--- src/usht_pkg.sv ---
// constants, field layout and carrier types for the sync hunt / command / status block
// assumes an 8-bit cpu bus with command/data select and a 1x synchronous serial line
package usht_pkg;
  localparam int unsigned DW = 8;

  // mode word fields
  localparam int unsigned MODE_BAUD_LO = 0;
  localparam int unsigned MODE_LEN_LO  = 2;
  localparam int unsigned MODE_PEN     = 4;
  localparam int unsigned MODE_EVEN    = 5;
  localparam int unsigned MODE_EXTSYNC = 6;
  localparam int unsigned MODE_SINGLE  = 7;
  localparam logic [1:0]  BAUD_SYNC    = 2'h0;
  localparam logic [3:0]  CHAR_MIN     = 4'h5;
  localparam logic [3:0]  CHAR_MAX     = 4'h8;
  localparam logic [7:0]  MODE_RESET   = 8'h00;

  // command word fields
  localparam int unsigned CMD_TXEN  = 0;
  localparam int unsigned CMD_DTR   = 1;
  localparam int unsigned CMD_RXE   = 2;
  localparam int unsigned CMD_BREAK = 3;
  localparam int unsigned CMD_ECLR  = 4;
  localparam int unsigned CMD_RTS   = 5;
  localparam int unsigned CMD_IRST  = 6;
  localparam int unsigned CMD_HUNT  = 7;
  localparam logic [7:0]  CMD_RESET = 8'h00;

  // status word fields
  localparam int unsigned ST_TXRDY   = 0;
  localparam int unsigned ST_RXRDY   = 1;
  localparam int unsigned ST_TXEMPTY = 2;
  localparam int unsigned ST_PE      = 3;
  localparam int unsigned ST_OE      = 4;
  localparam int unsigned ST_FE      = 5;
  localparam int unsigned ST_SYNC_DETECT_FLAG  = 6;
  localparam int unsigned ST_DSR     = 7;

  // idle levels of the synchronised inputs
  localparam logic [11:0] BUS_IDLE  = 12'he00;
  localparam logic [4:0]  LINK_IDLE = 5'h0b;

  typedef struct packed {
    logic          cs_n;
    logic          rd_n;
    logic          wr_n;
    logic          cd;
    logic [DW-1:0] data;
  } usht_bus_s;

  typedef struct packed {
    logic rxc;
    logic rxd;
    logic syn;
    logic dsr_n;
    logic cts_n;
  } usht_link_s;

  typedef enum logic [1:0] {
    INIT_MODE,
    INIT_SYNC1,
    INIT_SYNC2,
    INIT_CMD
  } usht_init_e;

  typedef enum logic [2:0] {
    RX_START,
    RX_DATA,
    RX_PAR,
    RX_STOP,
    RX_HUNT,
    RX_HUNT2,
    RX_HPAR
  } usht_rx_e;
endpackage

--- src/usht_sync3.sv ---
// three-flop input synchroniser with agreement filter
// assumes inputs are asynchronous to clk_i; q_o moves only when stages two and three agree
`timescale 1ns/1ps
module usht_sync3 #(
  parameter int unsigned   W   = 1,
  parameter logic [W-1:0]  RST = '0
) (
  input  wire logic         clk_i,
  input  wire logic         reset_n_i,
  input  wire logic [W-1:0] d_i,
  output logic      [W-1:0] q_o
);
  logic [W-1:0] s1_reg;
  logic [W-1:0] s2_reg;
  logic [W-1:0] s3_reg;

  if (W < 1) begin : g_bad_width
    $error("usht_sync3: width must be at least one");
  end

  // first stage feeds only the second; filter looks at stages two and three
  always_ff @(posedge clk_i or negedge reset_n_i) begin
    if (!reset_n_i) begin
      s1_reg <= RST;
      s2_reg <= RST;
      s3_reg <= RST;
      q_o    <= RST;
    end else begin
      s1_reg <= d_i;
      s2_reg <= s1_reg;
      s3_reg <= s2_reg;
      if (s2_reg == s3_reg) begin
        q_o <= s3_reg;
      end
    end
  end
endmodule

--- src/usht_top.sv ---
// sync hunt, command decode, status word and receive buffer of a serial interface
// assumes cpu strobes and the serial line are asynchronous to clk_i (100 MHz);
// the transmit shifter lives outside and hands its line level in on tx_line_i
`timescale 1ns/1ps
module usht_top
  import usht_pkg::*;
#(
  parameter int unsigned RX_DEPTH = 2
) (
  input  wire logic          clk_i,
  input  wire logic          reset_n_i,
  input  wire logic          cs_n_i,
  input  wire logic          rd_n_i,
  input  wire logic          wr_n_i,
  input  wire logic          cd_i,
  input  wire logic [DW-1:0] data_i,
  output logic      [DW-1:0] data_o,
  output logic               data_oe_o,
  input  wire logic          receive_clock_i,
  input  wire logic          serial_in_i,
  input  wire logic          sync_detect_i,
  output logic               sync_detect_o,
  output logic               sync_detect_oe_o,
  input  wire logic          dsr_n_i,
  input  wire logic          cts_n_i,
  output logic               serial_out_o,
  output logic               rts_n_o,
  output logic               dtr_n_o,
  output logic               receive_ready_o,
  output logic               transmit_ready_o,
  output logic               transmitter_empty_o,
  output logic      [DW-1:0] tx_data_o,
  output logic               tx_valid_o,
  input  wire logic          tx_taken_i,
  input  wire logic          tx_busy_i,
  input  wire logic          tx_line_i
);
  localparam int unsigned PW = (RX_DEPTH > 1) ? $clog2(RX_DEPTH) : 1;
  localparam int unsigned CW = $clog2(RX_DEPTH + 1);

  if (RX_DEPTH < 2 || (RX_DEPTH & (RX_DEPTH - 1)) != 0) begin : g_bad_depth
    $error("usht_top: RX_DEPTH must be a power of two, at least 2");
  end

  usht_bus_s  bus;
  usht_link_s lk;
  logic       wr_prev_reg;
  logic       rd_prev_reg;
  logic       rxc_prev_reg;
  logic       wr_act_reg;
  logic       rd_act_reg;
  logic       rd_cd_reg;
  usht_init_e init_reg;
  logic [7:0] mode_reg;
  logic [7:0] sync1_reg;
  logic [7:0] sync2_reg;
  logic [7:0] command_reg;
  logic       hunt_pulse_reg;
  logic       eclr_pulse_reg;
  logic       irst_pulse_reg;
  usht_rx_e   rx_state_reg;
  logic [7:0] shift_reg;
  logic [3:0] cnt_reg;
  logic [7:0] char_reg;
  logic       hunt2_reg;
  logic       push_reg;
  logic       pe_evt_reg;
  logic       fe_evt_reg;
  logic       syn_evt_reg;
  logic [7:0] rx_mem [RX_DEPTH];
  logic [PW-1:0] wptr_reg;
  logic [PW-1:0] rptr_reg;
  logic [CW-1:0] fill_reg;
  logic       pe_flag_reg;
  logic       oe_flag_reg;
  logic       fe_flag_reg;
  logic       sync_detect_flag_flag_reg;

  // cpu strobes and data, then link pins, each through three flops
  usht_sync3 #(.W(12), .RST(BUS_IDLE)) u_bus_sync (
    .clk_i     (clk_i),
    .reset_n_i (reset_n_i),
    .d_i       ({cs_n_i, rd_n_i, wr_n_i, cd_i, data_i}),
    .q_o       (bus)
  );
  usht_sync3 #(.W(5), .RST(LINK_IDLE)) u_link_sync (
    .clk_i     (clk_i),
    .reset_n_i (reset_n_i),
    .d_i       ({receive_clock_i, serial_in_i, sync_detect_i, dsr_n_i, cts_n_i}),
    .q_o       (lk)
  );

  // decoded views of mode, command and strobes
  logic       sync_mode;
  logic       ext_sync;
  logic       pen;
  logic [3:0] len;
  logic [7:0] len_mask;
  logic       wr_end;
  logic       rd_end;
  logic       ctl_wr;
  logic       dat_wr;
  logic       rxc_rise;
  logic       soft_rst;
  logic       rx_run;
  logic       rxe;
  logic [7:0] shift_next;
  logic [7:0] cur_char;
  logic [7:0] sync1_m;
  logic [7:0] sync2_m;
  logic       par_bad;
  logic       fifo_full;
  logic       fifo_pop;
  logic       tx_empty;
  logic       sync_detect_flag_view;
  logic [7:0] status;

  assign sync_mode  = (mode_reg[MODE_BAUD_LO +: 2] == BAUD_SYNC);
  assign ext_sync   = sync_mode & mode_reg[MODE_EXTSYNC];
  assign pen        = mode_reg[MODE_PEN];
  assign len        = CHAR_MIN + {2'h0, mode_reg[MODE_LEN_LO +: 2]};
  assign len_mask   = 8'hff >> (CHAR_MAX - len);
  assign wr_end     = bus.wr_n & ~wr_prev_reg & wr_act_reg;
  assign rd_end     = bus.rd_n & ~rd_prev_reg & rd_act_reg;
  assign ctl_wr     = wr_end & bus.cd;
  assign dat_wr     = wr_end & ~bus.cd;
  assign rxc_rise   = lk.rxc & ~rxc_prev_reg;
  assign soft_rst   = irst_pulse_reg;
  assign rx_run     = (init_reg == INIT_CMD);
  assign rxe        = command_reg[CMD_RXE];
  // lsb arrives first; the right shift leaves upper bits zero for short characters
  assign shift_next = {lk.rxd, shift_reg[7:1]};
  assign cur_char   = shift_next >> (CHAR_MAX - len);
  assign sync1_m    = sync1_reg & len_mask;
  assign sync2_m    = sync2_reg & len_mask;
  assign par_bad    = (^{char_reg, lk.rxd}) == mode_reg[MODE_EVEN];
  assign fifo_full  = (fill_reg == CW'(RX_DEPTH));
  assign fifo_pop   = rd_end & ~rd_cd_reg & (fill_reg != '0);
  assign tx_empty   = ~tx_valid_o & ~tx_busy_i;
  assign sync_detect_flag_view = ext_sync ? lk.syn : sync_detect_flag_flag_reg;

  // status word assembled from the pin terms, except ST_TXRDY omits the CMD_TXEN and cts_n gating of transmit_ready_o
  always_comb begin
    status              = 8'h00;
    status[ST_TXRDY]    = ~tx_valid_o;
    status[ST_RXRDY]    = (fill_reg != '0) & rxe;
    status[ST_TXEMPTY]  = tx_empty;
    status[ST_PE]       = pe_flag_reg;
    status[ST_OE]       = oe_flag_reg;
    status[ST_FE]       = fe_flag_reg;
    status[ST_SYNC_DETECT_FLAG]   = sync_detect_flag_view;
    status[ST_DSR]      = ~lk.dsr_n;
  end

  // strobe tracking: select caught at the falling edge of each strobe, c/d caught there only for reads
  always_ff @(posedge clk_i or negedge reset_n_i) begin
    if (!reset_n_i) begin
      wr_prev_reg  <= 1'b1;
      rd_prev_reg  <= 1'b1;
      rxc_prev_reg <= 1'b0;
      wr_act_reg   <= 1'b0;
      rd_act_reg   <= 1'b0;
      rd_cd_reg    <= 1'b0;
    end else begin
      wr_prev_reg  <= bus.wr_n;
      rd_prev_reg  <= bus.rd_n;
      rxc_prev_reg <= lk.rxc;
      if (!bus.wr_n && wr_prev_reg) begin
        wr_act_reg <= ~bus.cs_n;
      end else if (bus.wr_n) begin
        wr_act_reg <= 1'b0;
      end
      if (!bus.rd_n && rd_prev_reg) begin
        rd_act_reg <= ~bus.cs_n;
        rd_cd_reg  <= bus.cd;
      end else if (bus.rd_n) begin
        rd_act_reg <= 1'b0;
      end
    end
  end

  // control word sequencing: mode, sync chars, then commands
  always_ff @(posedge clk_i or negedge reset_n_i) begin
    if (!reset_n_i) begin
      init_reg       <= INIT_MODE;
      mode_reg       <= MODE_RESET;
      sync1_reg      <= 8'h00;
      sync2_reg      <= 8'h00;
      command_reg    <= CMD_RESET;
      hunt_pulse_reg <= 1'b0;
      eclr_pulse_reg <= 1'b0;
      irst_pulse_reg <= 1'b0;
    end else begin
      // one-shot bits act only as single-cycle pulses; their copies in command_reg go unused
      hunt_pulse_reg <= 1'b0;
      eclr_pulse_reg <= 1'b0;
      irst_pulse_reg <= 1'b0;
      if (soft_rst) begin
        init_reg    <= INIT_MODE;
        mode_reg    <= MODE_RESET;
        command_reg <= CMD_RESET;
      end else if (ctl_wr) begin
        case (init_reg)
          INIT_MODE: begin
            mode_reg <= bus.data;
            init_reg <= (bus.data[MODE_BAUD_LO +: 2] == BAUD_SYNC) ? INIT_SYNC1 : INIT_CMD;
          end
          INIT_SYNC1: begin
            sync1_reg <= bus.data;
            init_reg  <= mode_reg[MODE_SINGLE] ? INIT_CMD : INIT_SYNC2;
          end
          INIT_SYNC2: begin
            sync2_reg <= bus.data;
            init_reg  <= INIT_CMD;
          end
          INIT_CMD: begin
            command_reg    <= bus.data;
            hunt_pulse_reg <= bus.data[CMD_HUNT];
            eclr_pulse_reg <= bus.data[CMD_ECLR];
            irst_pulse_reg <= bus.data[CMD_IRST];
          end
          default: init_reg <= INIT_MODE;
        endcase
      end
    end
  end

  // receiver: runs on each rising receive clock once init reaches INIT_CMD, regardless of receive enable
  always_ff @(posedge clk_i or negedge reset_n_i) begin
    if (!reset_n_i) begin
      rx_state_reg <= RX_DATA;
      shift_reg    <= 8'h00;
      cnt_reg      <= 4'h0;
      char_reg     <= 8'h00;
      hunt2_reg    <= 1'b0;
      push_reg     <= 1'b0;
      pe_evt_reg   <= 1'b0;
      fe_evt_reg   <= 1'b0;
      syn_evt_reg  <= 1'b0;
    end else begin
      push_reg    <= 1'b0;
      pe_evt_reg  <= 1'b0;
      fe_evt_reg  <= 1'b0;
      syn_evt_reg <= 1'b0;
      if (soft_rst || !rx_run) begin
        rx_state_reg <= sync_mode ? RX_DATA : RX_START;
        cnt_reg      <= 4'h0;
        hunt2_reg    <= 1'b0;
      end else if (hunt_pulse_reg && sync_mode) begin
        // a command without enter-hunt never reaches here
        rx_state_reg <= RX_HUNT;
        cnt_reg      <= 4'h0;
        hunt2_reg    <= 1'b0;
      end else if (rxc_rise) begin
        shift_reg <= shift_next;
        case (rx_state_reg)
          RX_HUNT: begin
            if (ext_sync) begin
              if (lk.syn) begin
                rx_state_reg <= RX_DATA;
                cnt_reg      <= 4'h0;
              end
            end else if (cur_char == sync1_m) begin
              cnt_reg <= 4'h0;
              if (pen) begin
                rx_state_reg <= RX_HPAR;
              end else if (mode_reg[MODE_SINGLE]) begin
                rx_state_reg <= RX_DATA;
                syn_evt_reg  <= 1'b1;
              end else begin
                rx_state_reg <= RX_HUNT2;
              end
            end
          end
          RX_HUNT2: begin
            cnt_reg <= cnt_reg + 4'h1;
            if (cnt_reg == len - 4'h1) begin
              cnt_reg <= 4'h0;
              if (cur_char != sync2_m) begin
                rx_state_reg <= RX_HUNT;
              end else if (pen) begin
                rx_state_reg <= RX_HPAR;
                hunt2_reg    <= 1'b1;
              end else begin
                rx_state_reg <= RX_DATA;
                syn_evt_reg  <= 1'b1;
              end
            end
          end
          RX_HPAR: begin
            // parity bit of a sync char during hunt is not checked
            if (!hunt2_reg && !mode_reg[MODE_SINGLE]) begin
              rx_state_reg <= RX_HUNT2;
            end else begin
              rx_state_reg <= RX_DATA;
              syn_evt_reg  <= 1'b1;
            end
            hunt2_reg <= 1'b0;
          end
          RX_START: begin
            if (!lk.rxd) begin
              rx_state_reg <= RX_DATA;
              cnt_reg      <= 4'h0;
            end
          end
          RX_DATA: begin
            cnt_reg <= cnt_reg + 4'h1;
            if (cnt_reg == len - 4'h1) begin
              cnt_reg  <= 4'h0;
              char_reg <= cur_char;
              if (pen) begin
                rx_state_reg <= RX_PAR;
              end else if (!sync_mode) begin
                rx_state_reg <= RX_STOP;
              end else begin
                push_reg    <= 1'b1;
                syn_evt_reg <= ~ext_sync & (cur_char == sync1_m);
              end
            end
          end
          RX_PAR: begin
            pe_evt_reg <= par_bad;
            if (!sync_mode) begin
              rx_state_reg <= RX_STOP;
            end else begin
              rx_state_reg <= RX_DATA;
              push_reg     <= 1'b1;
              syn_evt_reg  <= ~ext_sync & (char_reg == sync1_m);
            end
          end
          RX_STOP: begin
            fe_evt_reg   <= ~lk.rxd;
            push_reg     <= 1'b1;
            rx_state_reg <= RX_START;
          end
          default: rx_state_reg <= RX_DATA;
        endcase
      end
    end
  end

  // receive buffer: a full buffer refuses the new char rather than losing an old one
  always_ff @(posedge clk_i or negedge reset_n_i) begin
    if (!reset_n_i) begin
      wptr_reg <= '0;
      rptr_reg <= '0;
      fill_reg <= '0;
    end else if (soft_rst) begin
      wptr_reg <= '0;
      rptr_reg <= '0;
      fill_reg <= '0;
    end else begin
      if (push_reg && !fifo_full) begin
        rx_mem[wptr_reg] <= char_reg;
        wptr_reg         <= wptr_reg + PW'(1);
      end
      if (fifo_pop) begin
        rptr_reg <= rptr_reg + PW'(1);
      end
      if ((push_reg && !fifo_full) && !fifo_pop) begin
        fill_reg <= fill_reg + CW'(1);
      end else if (!(push_reg && !fifo_full) && fifo_pop) begin
        fill_reg <= fill_reg - CW'(1);
      end
    end
  end

  // sticky flags: a set in the same cycle as a clear wins
  always_ff @(posedge clk_i or negedge reset_n_i) begin
    if (!reset_n_i) begin
      pe_flag_reg     <= 1'b0;
      oe_flag_reg     <= 1'b0;
      fe_flag_reg     <= 1'b0;
      sync_detect_flag_flag_reg <= 1'b0;
    end else if (soft_rst) begin
      pe_flag_reg     <= 1'b0;
      oe_flag_reg     <= 1'b0;
      fe_flag_reg     <= 1'b0;
      sync_detect_flag_flag_reg <= 1'b0;
    end else begin
      // error checks always run; receive enable only gates the flag set
      pe_flag_reg <= (pe_flag_reg & ~eclr_pulse_reg) | (pe_evt_reg & rxe);
      oe_flag_reg <= (oe_flag_reg & ~eclr_pulse_reg)
                   | (push_reg & fifo_full & rxe);
      fe_flag_reg <= (fe_flag_reg & ~eclr_pulse_reg) | (fe_evt_reg & rxe);
      // status read clears sync detect but leaves the receiver state alone
      sync_detect_flag_flag_reg <= (sync_detect_flag_flag_reg & ~(rd_end & rd_cd_reg)) | syn_evt_reg;
    end
  end

  // transmit holding buffer handed to the external shifter
  always_ff @(posedge clk_i or negedge reset_n_i) begin
    if (!reset_n_i) begin
      tx_data_o  <= 8'h00;
      tx_valid_o <= 1'b0;
    end else if (soft_rst) begin
      tx_valid_o <= 1'b0;
    end else if (dat_wr && !tx_valid_o) begin
      tx_data_o  <= bus.data & len_mask;
      tx_valid_o <= 1'b1;
    end else if (tx_taken_i) begin
      tx_valid_o <= 1'b0;
    end
  end

  // registered pins and read data
  always_ff @(posedge clk_i or negedge reset_n_i) begin
    if (!reset_n_i) begin
      data_o              <= 8'h00;
      data_oe_o           <= 1'b0;
      sync_detect_o       <= 1'b0;
      sync_detect_oe_o    <= 1'b0;
      serial_out_o        <= 1'b1;
      rts_n_o             <= 1'b1;
      dtr_n_o             <= 1'b1;
      receive_ready_o     <= 1'b0;
      transmit_ready_o    <= 1'b0;
      transmitter_empty_o <= 1'b1;
    end else begin
      // status follows live state for the whole read, no waiting
      data_o              <= rd_cd_reg ? status : rx_mem[rptr_reg];
      data_oe_o           <= rd_act_reg & ~bus.rd_n;
      sync_detect_o       <= sync_detect_flag_flag_reg;
      sync_detect_oe_o    <= sync_mode & ~ext_sync;
      serial_out_o        <= command_reg[CMD_BREAK] ? 1'b0 : tx_line_i;
      rts_n_o             <= ~command_reg[CMD_RTS];
      dtr_n_o             <= ~command_reg[CMD_DTR];
      receive_ready_o     <= status[ST_RXRDY];
      transmit_ready_o    <= ~tx_valid_o & command_reg[CMD_TXEN] & ~lk.cts_n;
      transmitter_empty_o <= tx_empty;
    end
  end
endmodule

--- config.mk ---
export PLATFORM = sky130hd
export DESIGN_NAME = usht_top
export DESIGN_NICKNAME = d
export VERILOG_FILES = /design/src/usht_pkg.sv /design/src/usht_sync3.sv /design/src/usht_top.sv
export SDC_FILE = /design/constraint.sdc
export NUM_CORES = 1
export LEC_CHECK = 0
export BUFFER_PORTS_ARGS = -buffer_cell sky130_fd_sc_hd__buf_2
export CAP_MARGIN = 20
export CORE_AREA = 2 2 120 122
export DETAILED_ROUTE_END_ITERATION = 12
export DIE_AREA = 0 0 122 124
export HOLD_SLACK_MARGIN = 0.05
export PLACE_DENSITY = 0.81
export SLEW_MARGIN = 20
export SYNTH_ARGS = -nofsm -noshare
export SYNTH_HDL_FRONTEND = slang
export SYNTH_SLANG_ARGS = --single-unit
--- constraint.sdc ---
create_clock -name clk_i -period 4.25 [get_ports clk_i]
set_clock_uncertainty 0.2 [all_clocks]
set_input_delay 1.275 -clock clk_i [delete_from_list [all_inputs] [get_ports clk_i]]
set_output_delay 1.275 -clock clk_i [all_outputs]
set_load 0.01 [all_outputs]
==> run_results.csv <==
group,metric,value,unit
run,max_cap_viol_count,0,
timing,setup_tns,0,ns
clocking,cts_hold_buf,0,
critical_path,cp-start-kind,"flip-flop",
logic_synthesis,netlist_instances,667,
detailed_routing,final_antenna_net_count,0,
finish,area_growth_syn_to_layout,12.1,%
power_and_ir_drop,power_leakage,4.05,nW
clocking,cts_resized,0,
logic_synthesis,syn_avg_cell_area,12.2,µm²
die,core_area,13700,µm²
finish,fill_cells,984,
critical_path,end_kind,"flip-flop",
logic_synthesis,synth_edf_count,16,
die,ios,48,
logic_synthesis,synth_mux_area_frac,0.0959,
clocking,cts_tree,"done",
critical_path,r2r_slack,0.68,ns
logic_synthesis,synthXorXnorAreaFrac,0.0549,
timing,finalSetupViolCount,0,
timing,rsz0062_at_grt,"false",
timing,fin_crit_sh,0.839,
clocking,cts_sinks,185,
detailed_routing,postRouteWirelength,17.4,mm
critical_path,path_class,"flip-flop to flip-flop",
clocking,cts_root_buf,"clkbuf_16",
grt,grt_max_degree,65,
logic_synthesis,synth_seq_cells,185,
placed_design,gp_congestion,0.917,
clocking,insertion_delay,0.43,ns
finish,layout_commonest_cell,"dfrtp_1",
clocking,cts_max_path_buffers,2,
timing,relSlewSlack,0.330,
grt,gr-total-overflow,0,
timing,min_period,3.57,ns
finish,final_net_count,745,
logic_synthesis,ys_seq_area_frac,0.585,
die,die_area,15100,µm²
logic_synthesis,synth_top_family_by_area,"simple AND/OR/NAND/NOR gates",
power_and_ir_drop,power,3.67,mW
grt,grt_pass1_wl,28.6,mm
finish,regMostFlops,"rx_mem",
grt,first_global_vias,5530,
timing,fmax,280,MHz
grt,track_usage,0.252,
logic_synthesis,synth_fa_ha_area_frac,0.0139,
clocking,htree_levels,4,
placed_design,numPortBuffers,47,
placed_design,dpl.hpwl,12.2,mm
detailed_routing,wl_per_cell,19.2,µm
finish,drive_above_1_share,0.250,
logic_synthesis,synth_compound_area_frac,0.0959,
logic_synthesis,async_flop_share,0.914,
timing,tightest_slew,1.00,ns
critical_path,path_max_fanout,17,
detailed_routing,drtIter0Drc,378,
finish,largest_reg_flops,16,
detailed_routing,vias,5466,
critical_path,arrival,3.72,ns
logic_synthesis,ys_types,77,
timing,final_max_slew_viol_count,0,
power_and_ir_drop,ir_drop,0.337,mV
timing,hold_violations,0,
detailed_routing,via_per_inst,6.03,
logic_synthesis,synth_area,8110,µm²
finish,diodes,0,
clocking,cts_setup_buffers,0,
detailed_routing,drcViolationCount,0,
logic_synthesis,synth_nets,698,
critical_path,cp_data_required_time,4.40,ns
status,outcome,"finished, final reports clean",
clocking,clk_pin_slew,0.08,ns
die,die_h,124,µm
logic_synthesis,ys.flop_type,"dfrtp_1",
grt,antenna_found_initial,0,
clocking,cts_made_buffers,17,
die,num_rows,43,
logic_synthesis,ys_warn_count,0,
die,die_w,122,µm
worst_hold_path,hp-class,"flip-flop to flip-flop",
detailed_routing,dr.pass1.iters,5,
finish,final_cell_mix,"138 x dfrtp_1, 60 x nand2_1, 46 x buf_2",
power_and_ir_drop,power-per-cell-area,404,nW/µm²
die,start_util,0.591,
logic_synthesis,yosys.area_share.simple,0.127,
-- cell type report --
type	count	area (µm²)	area share
clock buffers	17	425	0.0468
clock inverters	15	175	0.0193
inverters	19	71.3	0.00784
multi-input cells	436	3150	0.346
flip-flops and latches	185	4750	0.522
well taps	180	225	0.0248
repair buffers	55	302	0.0332
-- worst max-delay path, cell delays in order (launching register included) --
cell     delay (ns)
dfrtp_1        0.39
inv_1          0.08
ha_1           0.67
mux4_1         0.66
inv_1          0.15
o21ai_0        0.09
a32o_1         0.25
a211o_1        0.31
or4_1          0.51
a31oi_1        0.18
-- synthesized netlist by cell type, types with 12 or more instances --
cell / count / area [µm²]
a21oi_1: 20 / 100
clkbuf_1: 16 / 60.1
dfrtp_1: 138 / 3450
dfstp_2: 31 / 815
edfxtp_1: 16 / 480
inv_1: 19 / 71.3
mux2_2: 45 / 507
nand2_1: 60 / 225
nand2b_1: 16 / 100
nand3_1: 17 / 85.1
nor2_1: 39 / 146
nor3_1: 13 / 65.1
o21ai_0: 34 / 170
xnor2_1: 37 / 324
xor2_1: 12 / 105
-- layer usage --
metal | wire length (µm) | vias up | track usage
met5 | 0 | - | 0
met4 | 475 | 0 | 0.108
met3 | 880 | 38 | 0.0476
met2 | 8960 | 179 | 0.437
met1 | 7130 | 2785 | 0.311
li1 | - | 2464 | -
-- cell families after synthesis --
logic type      count (synthesis)
fa+ha+maj                       9
xor+xnor                       50
compound gates                113
buf+inv                        46
simple gates                  201
mux                            63
flops                         185
-- final timing paths --
kind / startpoint / end / depth (start not counted)
min in group asynchronous: reset_n_i / u_bus_sync.s3_reg[2] / 1
hold / removal: u_bus_sync.s1_reg[2] / u_bus_sync.s2_reg[2] / 0
hold reg to reg: u_bus_sync.s1_reg[2] / u_bus_sync.s2_reg[2] / 0
setup / recovery: mode_reg[3] / rx_state_reg[0] / 9
max in group asynchronous: reset_n_i / cnt_reg[3] / 2
setup reg to reg: mode_reg[3] / rx_state_reg[0] / 9
-- where the power goes --
part           internal (mW)  switching [mW]  total, mW
Combinational         0.0881           0.117      0.205
Sequential              1.86          0.0552       1.91
Clock                  0.798           0.758       1.56
-- stage by stage --
step / area, µm² / hold WS, ns / utilization / instances / worst slack [ns]
CTS: 9090 / 0.149 / 0.663 / 907 / 0.668
floorplan: 8110 / 0.131 / - / 667 / 1.12
detailed placement: 8490 / 0.135 / 0.619 / 875 / 0.714
global route: 9090 / 0.156 / 0.663 / 907 / 0.455
finish: 9090 / 0.145 / 0.663 / 907 / 0.683
global placement: 8490 / 0.132 / 0.619 / 875 / 0.763
(Power assumes the default switching activity.)
